[src/core/dbg_port_pkg.sv]
// Constants and types shared by the debug and boundary-scan port.
// Assumes one core clock; every pin input is asynchronous to it.
package dbg_port_pkg;

   // Test-access controller states
   typedef enum logic [3:0] {
      TAP_RESET, TAP_IDLE, TAP_SEL_DR, TAP_CAP_DR, TAP_SHIFT_DR,
      TAP_EXIT1_DR, TAP_PAUSE_DR, TAP_EXIT2_DR, TAP_UPD_DR,
      TAP_SEL_IR, TAP_CAP_IR, TAP_SHIFT_IR, TAP_EXIT1_IR,
      TAP_PAUSE_IR, TAP_EXIT2_IR, TAP_UPD_IR
   } tap_state_e;

   // Instruction register layout and codes
   localparam int          IR_W        = 4;
   localparam logic [3:0]  IR_CAPTURE  = 4'h1;
   localparam logic [3:0]  IR_IDCODE   = 4'h1;
   localparam logic [3:0]  IR_BYPASS   = 4'hf;

   // Identification register; value is arbitrary
   localparam int          ID_W        = 32;
   localparam logic [31:0] ID_VALUE    = 32'h0000_1001;

   // Debug serial packet length in bits
   localparam int          PKT_W       = 17;

   // Processor status codes
   localparam logic [3:0]  PST_HALTED  = 4'hf;
   localparam logic [3:0]  PST_RESET   = 4'h0;

   // Link timing: status clock period and least serial clock period
   localparam int          PST_CLK_NS  = 4;
   localparam int          DEBUG_SERIAL_CLOCK_DIV   = 5;
   localparam int          DEBUG_SERIAL_CLOCK_MIN_NS = PST_CLK_NS * DEBUG_SERIAL_CLOCK_DIV;

endpackage : dbg_port_pkg

[src/core/dbg_port.sv]
// Debug and boundary-scan test port: test-access controller, debug
// serial port, breakpoint request handling and processor status drive.
// Assumes every pin input is asynchronous to mclk_i, that the test clock
// runs well below mclk_i/4 and that the core reports instruction ends.
module dbg_port
   import dbg_port_pkg::*;
#(
   parameter int PKT_BITS = PKT_W
) (
   input  wire logic                mclk_i,
   input  wire logic                rstn_i,
   input  wire logic                port_select_i,
   input  wire logic                test_reset_n_i,
   input  wire logic                tclk_i,
   input  wire logic                tms_i,
   input  wire logic                tdi_i,
   output logic                     tdo_o,
   output logic                     tdo_oe_n_o,
   input  wire logic                debug_serial_clock_i,
   input  wire logic                debug_serial_in_i,
   output logic                     debug_serial_out_o,
   input  wire logic [PKT_BITS-1:0] packet_tx_i,
   output logic [PKT_BITS-1:0]      packet_rx_o,
   output logic                     packet_rx_valid_o,
   input  wire logic                breakpoint_request_i,
   input  wire logic                breakpoint_disable_bit_i,
   input  wire logic                instr_done_i,
   input  wire logic                resume_i,
   input  wire logic [3:0]          core_status_i,
   output logic [3:0]               processor_status_out_o,
   output logic                     halted_o,
   output logic                     debug_irq_o
);

   localparam int CW = $clog2(PKT_BITS + 1);

   typedef struct packed {
      // Pin synchronisers
      logic [1:0]          sel_sync;
      logic [1:0]          trst_sync;
      logic [2:0]          tclk_sync;
      logic [1:0]          tms_sync;
      logic [1:0]          tdi_sync;
      logic [2:0]          debug_serial_clock_sync;
      logic [1:0]          dsi_sync;
      logic [2:0]          breakpoint_request_sync;
      // Port ownership
      logic                jtag_sel;
      // Test-access controller
      tap_state_e          tap;
      logic [IR_W-1:0]     ir;
      logic [IR_W-1:0]     ir_shift;
      logic [ID_W-1:0]     dr_shift;
      logic                tdo;
      logic                tdo_oe_n;
      // Debug serial port
      logic                debug_serial_clock_valid;
      logic [PKT_BITS-1:0] rx_shift;
      logic [PKT_BITS-1:0] tx_shift;
      logic [CW-1:0]       bit_cnt;
      logic [PKT_BITS-1:0] rx_packet;
      logic                rx_valid;
      logic                debug_serial_out;
      // Breakpoint and status
      logic                breakpoint_request_pending;
      logic                halted;
      logic                dbg_irq;
      logic [3:0]          pst;
   } state_s;

   state_s state_reg;
   state_s state_next;

   // Standard controller walk on one TMS sample
   function automatic tap_state_e tap_step(input tap_state_e s,
                                           input logic tms);
      case (s)
         TAP_RESET:    tap_step = tms ? TAP_RESET    : TAP_IDLE;
         TAP_IDLE:     tap_step = tms ? TAP_SEL_DR   : TAP_IDLE;
         TAP_SEL_DR:   tap_step = tms ? TAP_SEL_IR   : TAP_CAP_DR;
         TAP_CAP_DR:   tap_step = tms ? TAP_EXIT1_DR : TAP_SHIFT_DR;
         TAP_SHIFT_DR: tap_step = tms ? TAP_EXIT1_DR : TAP_SHIFT_DR;
         TAP_EXIT1_DR: tap_step = tms ? TAP_UPD_DR   : TAP_PAUSE_DR;
         TAP_PAUSE_DR: tap_step = tms ? TAP_EXIT2_DR : TAP_PAUSE_DR;
         TAP_EXIT2_DR: tap_step = tms ? TAP_UPD_DR   : TAP_SHIFT_DR;
         TAP_UPD_DR:   tap_step = tms ? TAP_SEL_DR   : TAP_IDLE;
         TAP_SEL_IR:   tap_step = tms ? TAP_RESET    : TAP_CAP_IR;
         TAP_CAP_IR:   tap_step = tms ? TAP_EXIT1_IR : TAP_SHIFT_IR;
         TAP_SHIFT_IR: tap_step = tms ? TAP_EXIT1_IR : TAP_SHIFT_IR;
         TAP_EXIT1_IR: tap_step = tms ? TAP_UPD_IR   : TAP_PAUSE_IR;
         TAP_PAUSE_IR: tap_step = tms ? TAP_EXIT2_IR : TAP_PAUSE_IR;
         TAP_EXIT2_IR: tap_step = tms ? TAP_UPD_IR   : TAP_SHIFT_IR;
         TAP_UPD_IR:   tap_step = tms ? TAP_SEL_DR   : TAP_IDLE;
         default:      tap_step = TAP_RESET;
      endcase
   endfunction

   // Edge flags from the last two synchronised samples
   logic tclk_rise;
   logic tclk_fall;
   logic ds_rise;
   logic breakpoint_request_rise;
   logic tap_hold;
   logic shifting;

   always_comb begin
      tclk_rise = state_reg.tclk_sync[1] & ~state_reg.tclk_sync[2];
      tclk_fall = ~state_reg.tclk_sync[1] & state_reg.tclk_sync[2];
      // Level accepted once two consecutive samples agree
      ds_rise   = ~state_reg.debug_serial_clock_valid & state_reg.debug_serial_clock_sync[1]
                  & state_reg.debug_serial_clock_sync[2];
      breakpoint_request_rise = state_reg.breakpoint_request_sync[1] & ~state_reg.breakpoint_request_sync[2];
      // Controller idles in reset when test reset is low or not selected
      tap_hold  = ~state_reg.trst_sync[1] | ~state_reg.jtag_sel;
      shifting  = (state_reg.tap == TAP_SHIFT_IR)
                  | (state_reg.tap == TAP_SHIFT_DR);
   end

   // Next-state logic for the whole port
   always_comb begin
      state_next = state_reg;
      state_next.sel_sync   = {state_reg.sel_sync[0], port_select_i};
      state_next.trst_sync  = {state_reg.trst_sync[0], test_reset_n_i};
      state_next.tclk_sync  = {state_reg.tclk_sync[1:0], tclk_i};
      state_next.tms_sync   = {state_reg.tms_sync[0], tms_i};
      state_next.tdi_sync   = {state_reg.tdi_sync[0], tdi_i};
      state_next.debug_serial_clock_sync = {state_reg.debug_serial_clock_sync[1:0],
                               debug_serial_clock_i};
      state_next.dsi_sync   = {state_reg.dsi_sync[0], debug_serial_in_i};
      state_next.breakpoint_request_sync  = {state_reg.breakpoint_request_sync[1:0],
                               breakpoint_request_i};
      state_next.rx_valid   = 1'b0;
      state_next.dbg_irq    = 1'b0;

      // Test-access controller on test clock edges
      if (tap_hold) begin
         state_next.tap      = TAP_RESET;
         state_next.ir       = IR_IDCODE;
         state_next.tdo_oe_n = 1'b1;
      end else if (tclk_rise) begin
         state_next.tap = tap_step(state_reg.tap,
                                   state_reg.tms_sync[1]);
         case (state_reg.tap)
            TAP_RESET:    state_next.ir = IR_IDCODE;
            TAP_CAP_IR:   state_next.ir_shift = IR_CAPTURE;
            TAP_SHIFT_IR: state_next.ir_shift = {state_reg.tdi_sync[1],
                             state_reg.ir_shift[IR_W-1:1]};
            TAP_UPD_IR:   state_next.ir = state_reg.ir_shift;
            TAP_CAP_DR:   state_next.dr_shift =
                             (state_reg.ir == IR_IDCODE) ? ID_VALUE : '0;
            TAP_SHIFT_DR: begin
               if (state_reg.ir == IR_IDCODE) begin
                  state_next.dr_shift = {state_reg.tdi_sync[1],
                     state_reg.dr_shift[ID_W-1:1]};
               end else begin
                  state_next.dr_shift[0] = state_reg.tdi_sync[1];
               end
            end
            default: ;
         endcase
      end else if (tclk_fall) begin
         // Output and its enable move on the falling edge; hold also forces the enable high
         state_next.tdo_oe_n = ~shifting;
         state_next.tdo = (state_reg.tap == TAP_SHIFT_IR)
                          ? state_reg.ir_shift[0]
                          : state_reg.dr_shift[0];
      end

      // Debug serial port, only when the debug module owns the pins
      if (state_reg.debug_serial_clock_sync[1] == state_reg.debug_serial_clock_sync[2]) begin
         state_next.debug_serial_clock_valid = state_reg.debug_serial_clock_sync[2];
      end
      if (!state_reg.jtag_sel && ds_rise) begin
         state_next.rx_shift = {state_reg.rx_shift[PKT_BITS-2:0],
                                state_reg.dsi_sync[1]};
         state_next.debug_serial_out = state_reg.tx_shift[PKT_BITS-1];
         state_next.tx_shift = {state_reg.tx_shift[PKT_BITS-2:0],
                                1'b0};
         if (state_reg.bit_cnt == CW'(PKT_BITS - 1)) begin
            state_next.bit_cnt   = '0;
            state_next.rx_packet = {state_reg.rx_shift[PKT_BITS-2:0],
                                    state_reg.dsi_sync[1]};
            state_next.rx_valid  = 1'b1;
            state_next.tx_shift  = packet_tx_i;
         end else begin
            state_next.bit_cnt = state_reg.bit_cnt + CW'(1);
         end
      end

      // Breakpoint: latch one request per assertion, act at instr end
      if (breakpoint_request_rise && !state_reg.halted) begin
         state_next.breakpoint_request_pending = 1'b1;
      end
      if (state_reg.breakpoint_request_pending && instr_done_i) begin
         state_next.breakpoint_request_pending = 1'b0;
         if (breakpoint_disable_bit_i) begin
            state_next.dbg_irq = 1'b1;
         end else begin
            state_next.halted = 1'b1;
         end
      end else if (state_reg.halted && resume_i) begin
         state_next.halted = 1'b0;
      end

      // Status registered every core clock
      state_next.pst = state_next.halted ? PST_HALTED
                                          : core_status_i;

      // Synchronous reset; port owner caught from the select strap
      if (!rstn_i) begin
         state_next = '0;
         state_next.sel_sync  = {state_reg.sel_sync[0], port_select_i};
         state_next.jtag_sel  = state_reg.sel_sync[1];
         state_next.tap       = TAP_RESET;
         state_next.ir        = IR_IDCODE;
         state_next.tdo_oe_n  = 1'b1;
         state_next.pst       = PST_RESET;
      end
   end

   // Single state register
   always_ff @(posedge mclk_i) begin
      state_reg <= state_next;
   end

   // Outputs straight from flip-flops
   assign tdo_o                  = state_reg.tdo;
   assign tdo_oe_n_o             = state_reg.tdo_oe_n;
   assign debug_serial_out_o     = state_reg.debug_serial_out;
   assign packet_rx_o            = state_reg.rx_packet;
   assign packet_rx_valid_o      = state_reg.rx_valid;
   assign processor_status_out_o = state_reg.pst;
   assign halted_o               = state_reg.halted;
   assign debug_irq_o            = state_reg.dbg_irq;

endmodule // dbg_port

[config.mk]
export PLATFORM = sky130hd
export DESIGN_NAME = dbg_port
export DESIGN_NICKNAME = d
export VERILOG_FILES = /design/src/core/dbg_port_pkg.sv /design/src/core/dbg_port.sv
export SDC_FILE = /design/constraint.sdc
export NUM_CORES = 1
export LEC_CHECK = 0
export BUFFER_PORTS_ARGS = -buffer_cell sky130_fd_sc_hd__buf_2
export CAP_MARGIN = 30
export CORE_ASPECT_RATIO = 1.4
export CORE_MARGIN = 3
export CORE_UTILIZATION = 58
export DETAILED_ROUTE_END_ITERATION = 10
export GPL_ROUTABILITY_DRIVEN = 0
export HOLD_SLACK_MARGIN = 0.08
export PLACE_DENSITY = 0.82
export SETUP_SLACK_MARGIN = 0.02
export SLEW_MARGIN = 20
export SYNTH_ARGS = -nofsm -noshare
export SYNTH_HDL_FRONTEND = slang
export SYNTH_SLANG_ARGS = --single-unit
[constraint.sdc]
create_clock -name mclk_i -period 2.51 [get_ports mclk_i]
set_clock_uncertainty 0.1 [all_clocks]
set_input_delay 0.502 -clock mclk_i [delete_from_list [all_inputs] [get_ports mclk_i]]
set_output_delay 0.502 -clock mclk_i [all_outputs]
set_load 0.03 [all_outputs]
==> impl_metrics.sql <==
INSERT INTO impl_metrics (metric_group, metric, value, unit) VALUES
('outcome', 'status', 'finished, final reports clean', ''),
('setup_path', 'cpLargestDelayFamily', 'flip-flops', ''),
('synthesis', 'synth_fa_ha_area_share', '0.476', '%'),
('min_path', 'hold_class', 'in -> reg', ''),
('synthesis', 'share_of_the_synthesized_netlist_area_taken_by_xor_and_xnor_gates', '0.832', '%'),
('die', 'core_area', '0.00871', 'sq mm'),
('final_layout', 'area.growth.synth_to_final', '15.7', '%'),
('setup_path', 'crit_path_max_fanout', '31', ''),
('setup_path', 'worstPathRequired', '2.68', 'ns'),
('synthesis', 'synthDominantCellAreaShare', '49.5', '%'),
('placement', 'placement.io_buffers', '60', ''),
('synthesis', 'synth_top_family_by_area', 'simple AND/OR/NAND/NOR gates', ''),
('final_layout', 'fin_nets', '655', ''),
('synthesis', 'syn_area', '0.00526', 'sq mm'),
('synthesis', 'yosys.area_share.simple', '21.6', '%'),
('timing', 'achievable-frequency', '490', 'MHz'),
('synthesis', 'synth_seq_area_share', '50.0', '%'),
('die', 'die_area', '0.0103', 'sq mm'),
('timing', 'maxSlewViolCount', '0', ''),
('final_layout', 'largest_register_ff_count', '104', ''),
('detailed_routing', 'via_count', '4047', ''),
('cts', 'clock-sinks', '131', ''),
('grt', 'grt_pass1_vias', '3964', ''),
('timing', 'finalCritPeriodShare', '81.2', '%'),
('detailed_routing', 'detail_route.wl_per_cell', '13.5', 'microns'),
('synthesis', 'most_frequent_cells_after_synthesis', 'sky130_fd_sc_hd__dfxtp_1 (130), sky130_fd_sc_hd__nand2_1 (119), sky130_fd_sc_hd__mux2i_1 (49)', ''),
('placement', 'placedCellCount', '703', ''),
('cts', 'cts-root-buf', 'sky130_fd_sc_hd__clkbuf_16', ''),
('setup_path', 'cp-start-kind', 'flip-flop', ''),
('min_path', 'worstHoldStart', 'core_status_i[1]', ''),
('cts', 'clk_pin_slew', '0.05', 'ns'),
('timing', 'setup-violations-final', '0', ''),
('placement', 'detail_placement_hpwl', '6.34', 'mm'),
('setup_path', 'timing.critical_path.slowest_stage_cell', 'sky130_fd_sc_hd__dfxtp_1', ''),
('die', 'start_util', '60.4', '%'),
('detailed_routing', 'via_per_inst', '5.49', ''),
('power_and_ir_drop', 'cellPowerDensity', '783', 'mW/mm^2'),
('synthesis', 'ys_seq_elements', '131', ''),
('timing', 'final-hold-violation-count', '0', ''),
('final_layout', 'regArea', '0.00263', 'sq mm'),
('synthesis', 'postSynthCellCount', '596', ''),
('synthesis', 'synthArstFlopShare', '0', '%'),
('grt', 'grt.busiest_layer', 'met2', ''),
('synthesis', 'synth.top_cells.by_area', 'sky130_fd_sc_hd__dfxtp_1 (49%), sky130_fd_sc_hd__mux2i_1 (9.3%), sky130_fd_sc_hd__nand2_1 (8.5%)', ''),
('detailed_routing', 'detail_route.first_pass.iterations', '5', ''),
('timing', 'rsz0062_at_grt', 'no', ''),
('die', 'io_pins', '61', ''),
('synthesis', 'yosysWarnings', '0', ''),
('synthesis', 'ys_dominant_reg_cell', 'sky130_fd_sc_hd__dfxtp_1', ''),
('grt', 'met2_usage', '35.6', '%'),
('die', 'die_w', '86.5', 'microns'),
('timing', 'max-slew-margin-rel', '50.4', '%'),
('synthesis', 'synth_top_cell_by_area', 'sky130_fd_sc_hd__dfxtp_1', ''),
('grt', 'grt_antenna_before_repair', '0', ''),
('grt', 'grt.met1_usage', '22.8', '%'),
('synthesis', 'library_cell_with_the_highest_instance_count_after_synthesis', 'sky130_fd_sc_hd__dfxtp_1', ''),
('setup_path', 'cp_slowest_stage_delay', '0.65', 'ns'),
('grt', 'groute.layer.met3.usage', '5.86', '%'),
('timing', 'setup_tns', '0', 'ns'),
('final_layout', 'multi_input_area', '0.00226', 'sq mm'),
('grt', 'grt_first_pass_wirelength', '17.0', 'mm'),
('final_layout', 'fill_cells', '661', ''),
('synthesis', 'synth_fp_nets', '632', ''),
('synthesis', 'syn_avg_cell_area', '8.83', 'sq um'),
('synthesis', 'synth_enable_flop_cells', '1', ''),
('final_layout', 'insertedDiodeCount', '0', ''),
('cts', 'clkLatencyLatePin', '0.41', 'ns'),
('synthesis', 'synth.lib_cells_used.distinct', '44', ''),
('final_layout', 'drive_gt1_share', '16.6', '%'),
('job', 'max_cap_viol_count', '0', ''),
('synthesis', 'synth_compound_area_share', '10.3', '%');
## per-layer routing
layer  up-vias  routed length, microns
li1       2039                       -
met1      1909                    4100
met2        87                    5360
met3        12                     406
met4         0                     109
met5         -                       0
## worst reg2reg max path: stages, from the launching register on
cell	delay [ns]
sky130_fd_sc_hd__dfxtp_1	0.65
sky130_fd_sc_hd__or3b_1	0.43
sky130_fd_sc_hd__o21ai_1	0.18
sky130_fd_sc_hd__nand2_2	0.07
sky130_fd_sc_hd__buf_4	0.28
sky130_fd_sc_hd__mux2i_1	0.19
## worst paths after layout
check             cells after the start                                   end
setup / recovery                      5            state_reg[77]$_SDFFE_PN0P_
hold / removal                        3  processor_status_out_o[1]$_SDFF_PN0_
setup reg to reg                      5            state_reg[77]$_SDFFE_PN0P_
hold reg to reg                       0                state_reg[131]$_DFF_P_
## logic make-up (layout without fill, tap and decap cells)
| kind of cell | count (synthesis) | count (layout) |
|---|---|---|
| and+or+nand+nor | 245 | 245 |
| DFF | 131 | 131 |
| adders and majority gates | 2 | 2 |
| buffers and inverters | 73 | 109 |
| AOI/OAI and AO/OA | 91 | 91 |
| xor gates and xnor gates | 5 | 5 |
| muxes | 49 | 49 |
## layout make-up
| class | count | area share (%) |
|---|---|---|
| clock inverter | 11 | 2.47 |
| clock buffer | 21 | 7.89 |
| tap | 105 | 2.16 |
| inverter | 9 | 0.555 |
| multi-input combinational | 392 | 37.2 |
| timing repair buffer | 68 | 6.49 |
| sequential | 131 | 43.2 |
## through the flow
step,hold WS [ns],power [mW],setup WS (ns),area (sq um)
2_1_floorplan,0.210,2.23,0.770,5260
4_1_cts,0.0802,4.80,0.477,6050
3_5_place_dp,0.221,2.27,0.496,5420
6_report,0.198,4.76,0.471,6090
3_3_place_gp,0.217,2.26,0.579,5420
5_1_grt,0.179,4.92,0.317,6090
## placed cells by master, fill, tap and decap left out, types with 2 or more instances in the layout
cell type	count
sky130_fd_sc_hd__dfxtp_1	130
sky130_fd_sc_hd__nand2_1	119
sky130_fd_sc_hd__buf_2	60
sky130_fd_sc_hd__mux2i_1	49
sky130_fd_sc_hd__a21oi_1	47
sky130_fd_sc_hd__nor2_1	40
sky130_fd_sc_hd__nand3_1	34
sky130_fd_sc_hd__a211oi_1	21
sky130_fd_sc_hd__and2_1	19
sky130_fd_sc_hd__clkbuf_16	17
sky130_fd_sc_hd__inv_1	8
sky130_fd_sc_hd__o21ai_0	7
sky130_fd_sc_hd__nor3_1	7
sky130_fd_sc_hd__nand2b_1	6
sky130_fd_sc_hd__a22oi_1	5
sky130_fd_sc_hd__buf_4	5
sky130_fd_sc_hd__clkbuf_8	4
sky130_fd_sc_hd__xor2_1	3
sky130_fd_sc_hd__nor2b_1	3
sky130_fd_sc_hd__nor3b_1	3
sky130_fd_sc_hd__o21ai_1	3
sky130_fd_sc_hd__nand4_1	3
sky130_fd_sc_hd__clkinvlp_4	3
sky130_fd_sc_hd__bufinv_16	3
sky130_fd_sc_hd__clkinv_4	3
sky130_fd_sc_hd__nor4bb_4	2
sky130_fd_sc_hd__xnor2_1	2
sky130_fd_sc_hd__a31oi_1	2
sky130_fd_sc_hd__ha_1	2
## report_power, final
part	switching (mW)	total (mW)	leakage (nW)	internal (mW)
Combinational	0.0675	0.114	1.02	0.0461
Sequential	0.0117	2.12	1.06	2.10
Clock	0.865	2.54	0.302	1.67
## timing repair
item,in CTS,in global routing
endpoints found under the hold margin,0,1
hold buffers,0,1
buffers inserted,0,0
resized for setup,0,0
(Power assumes the default switching activity.)
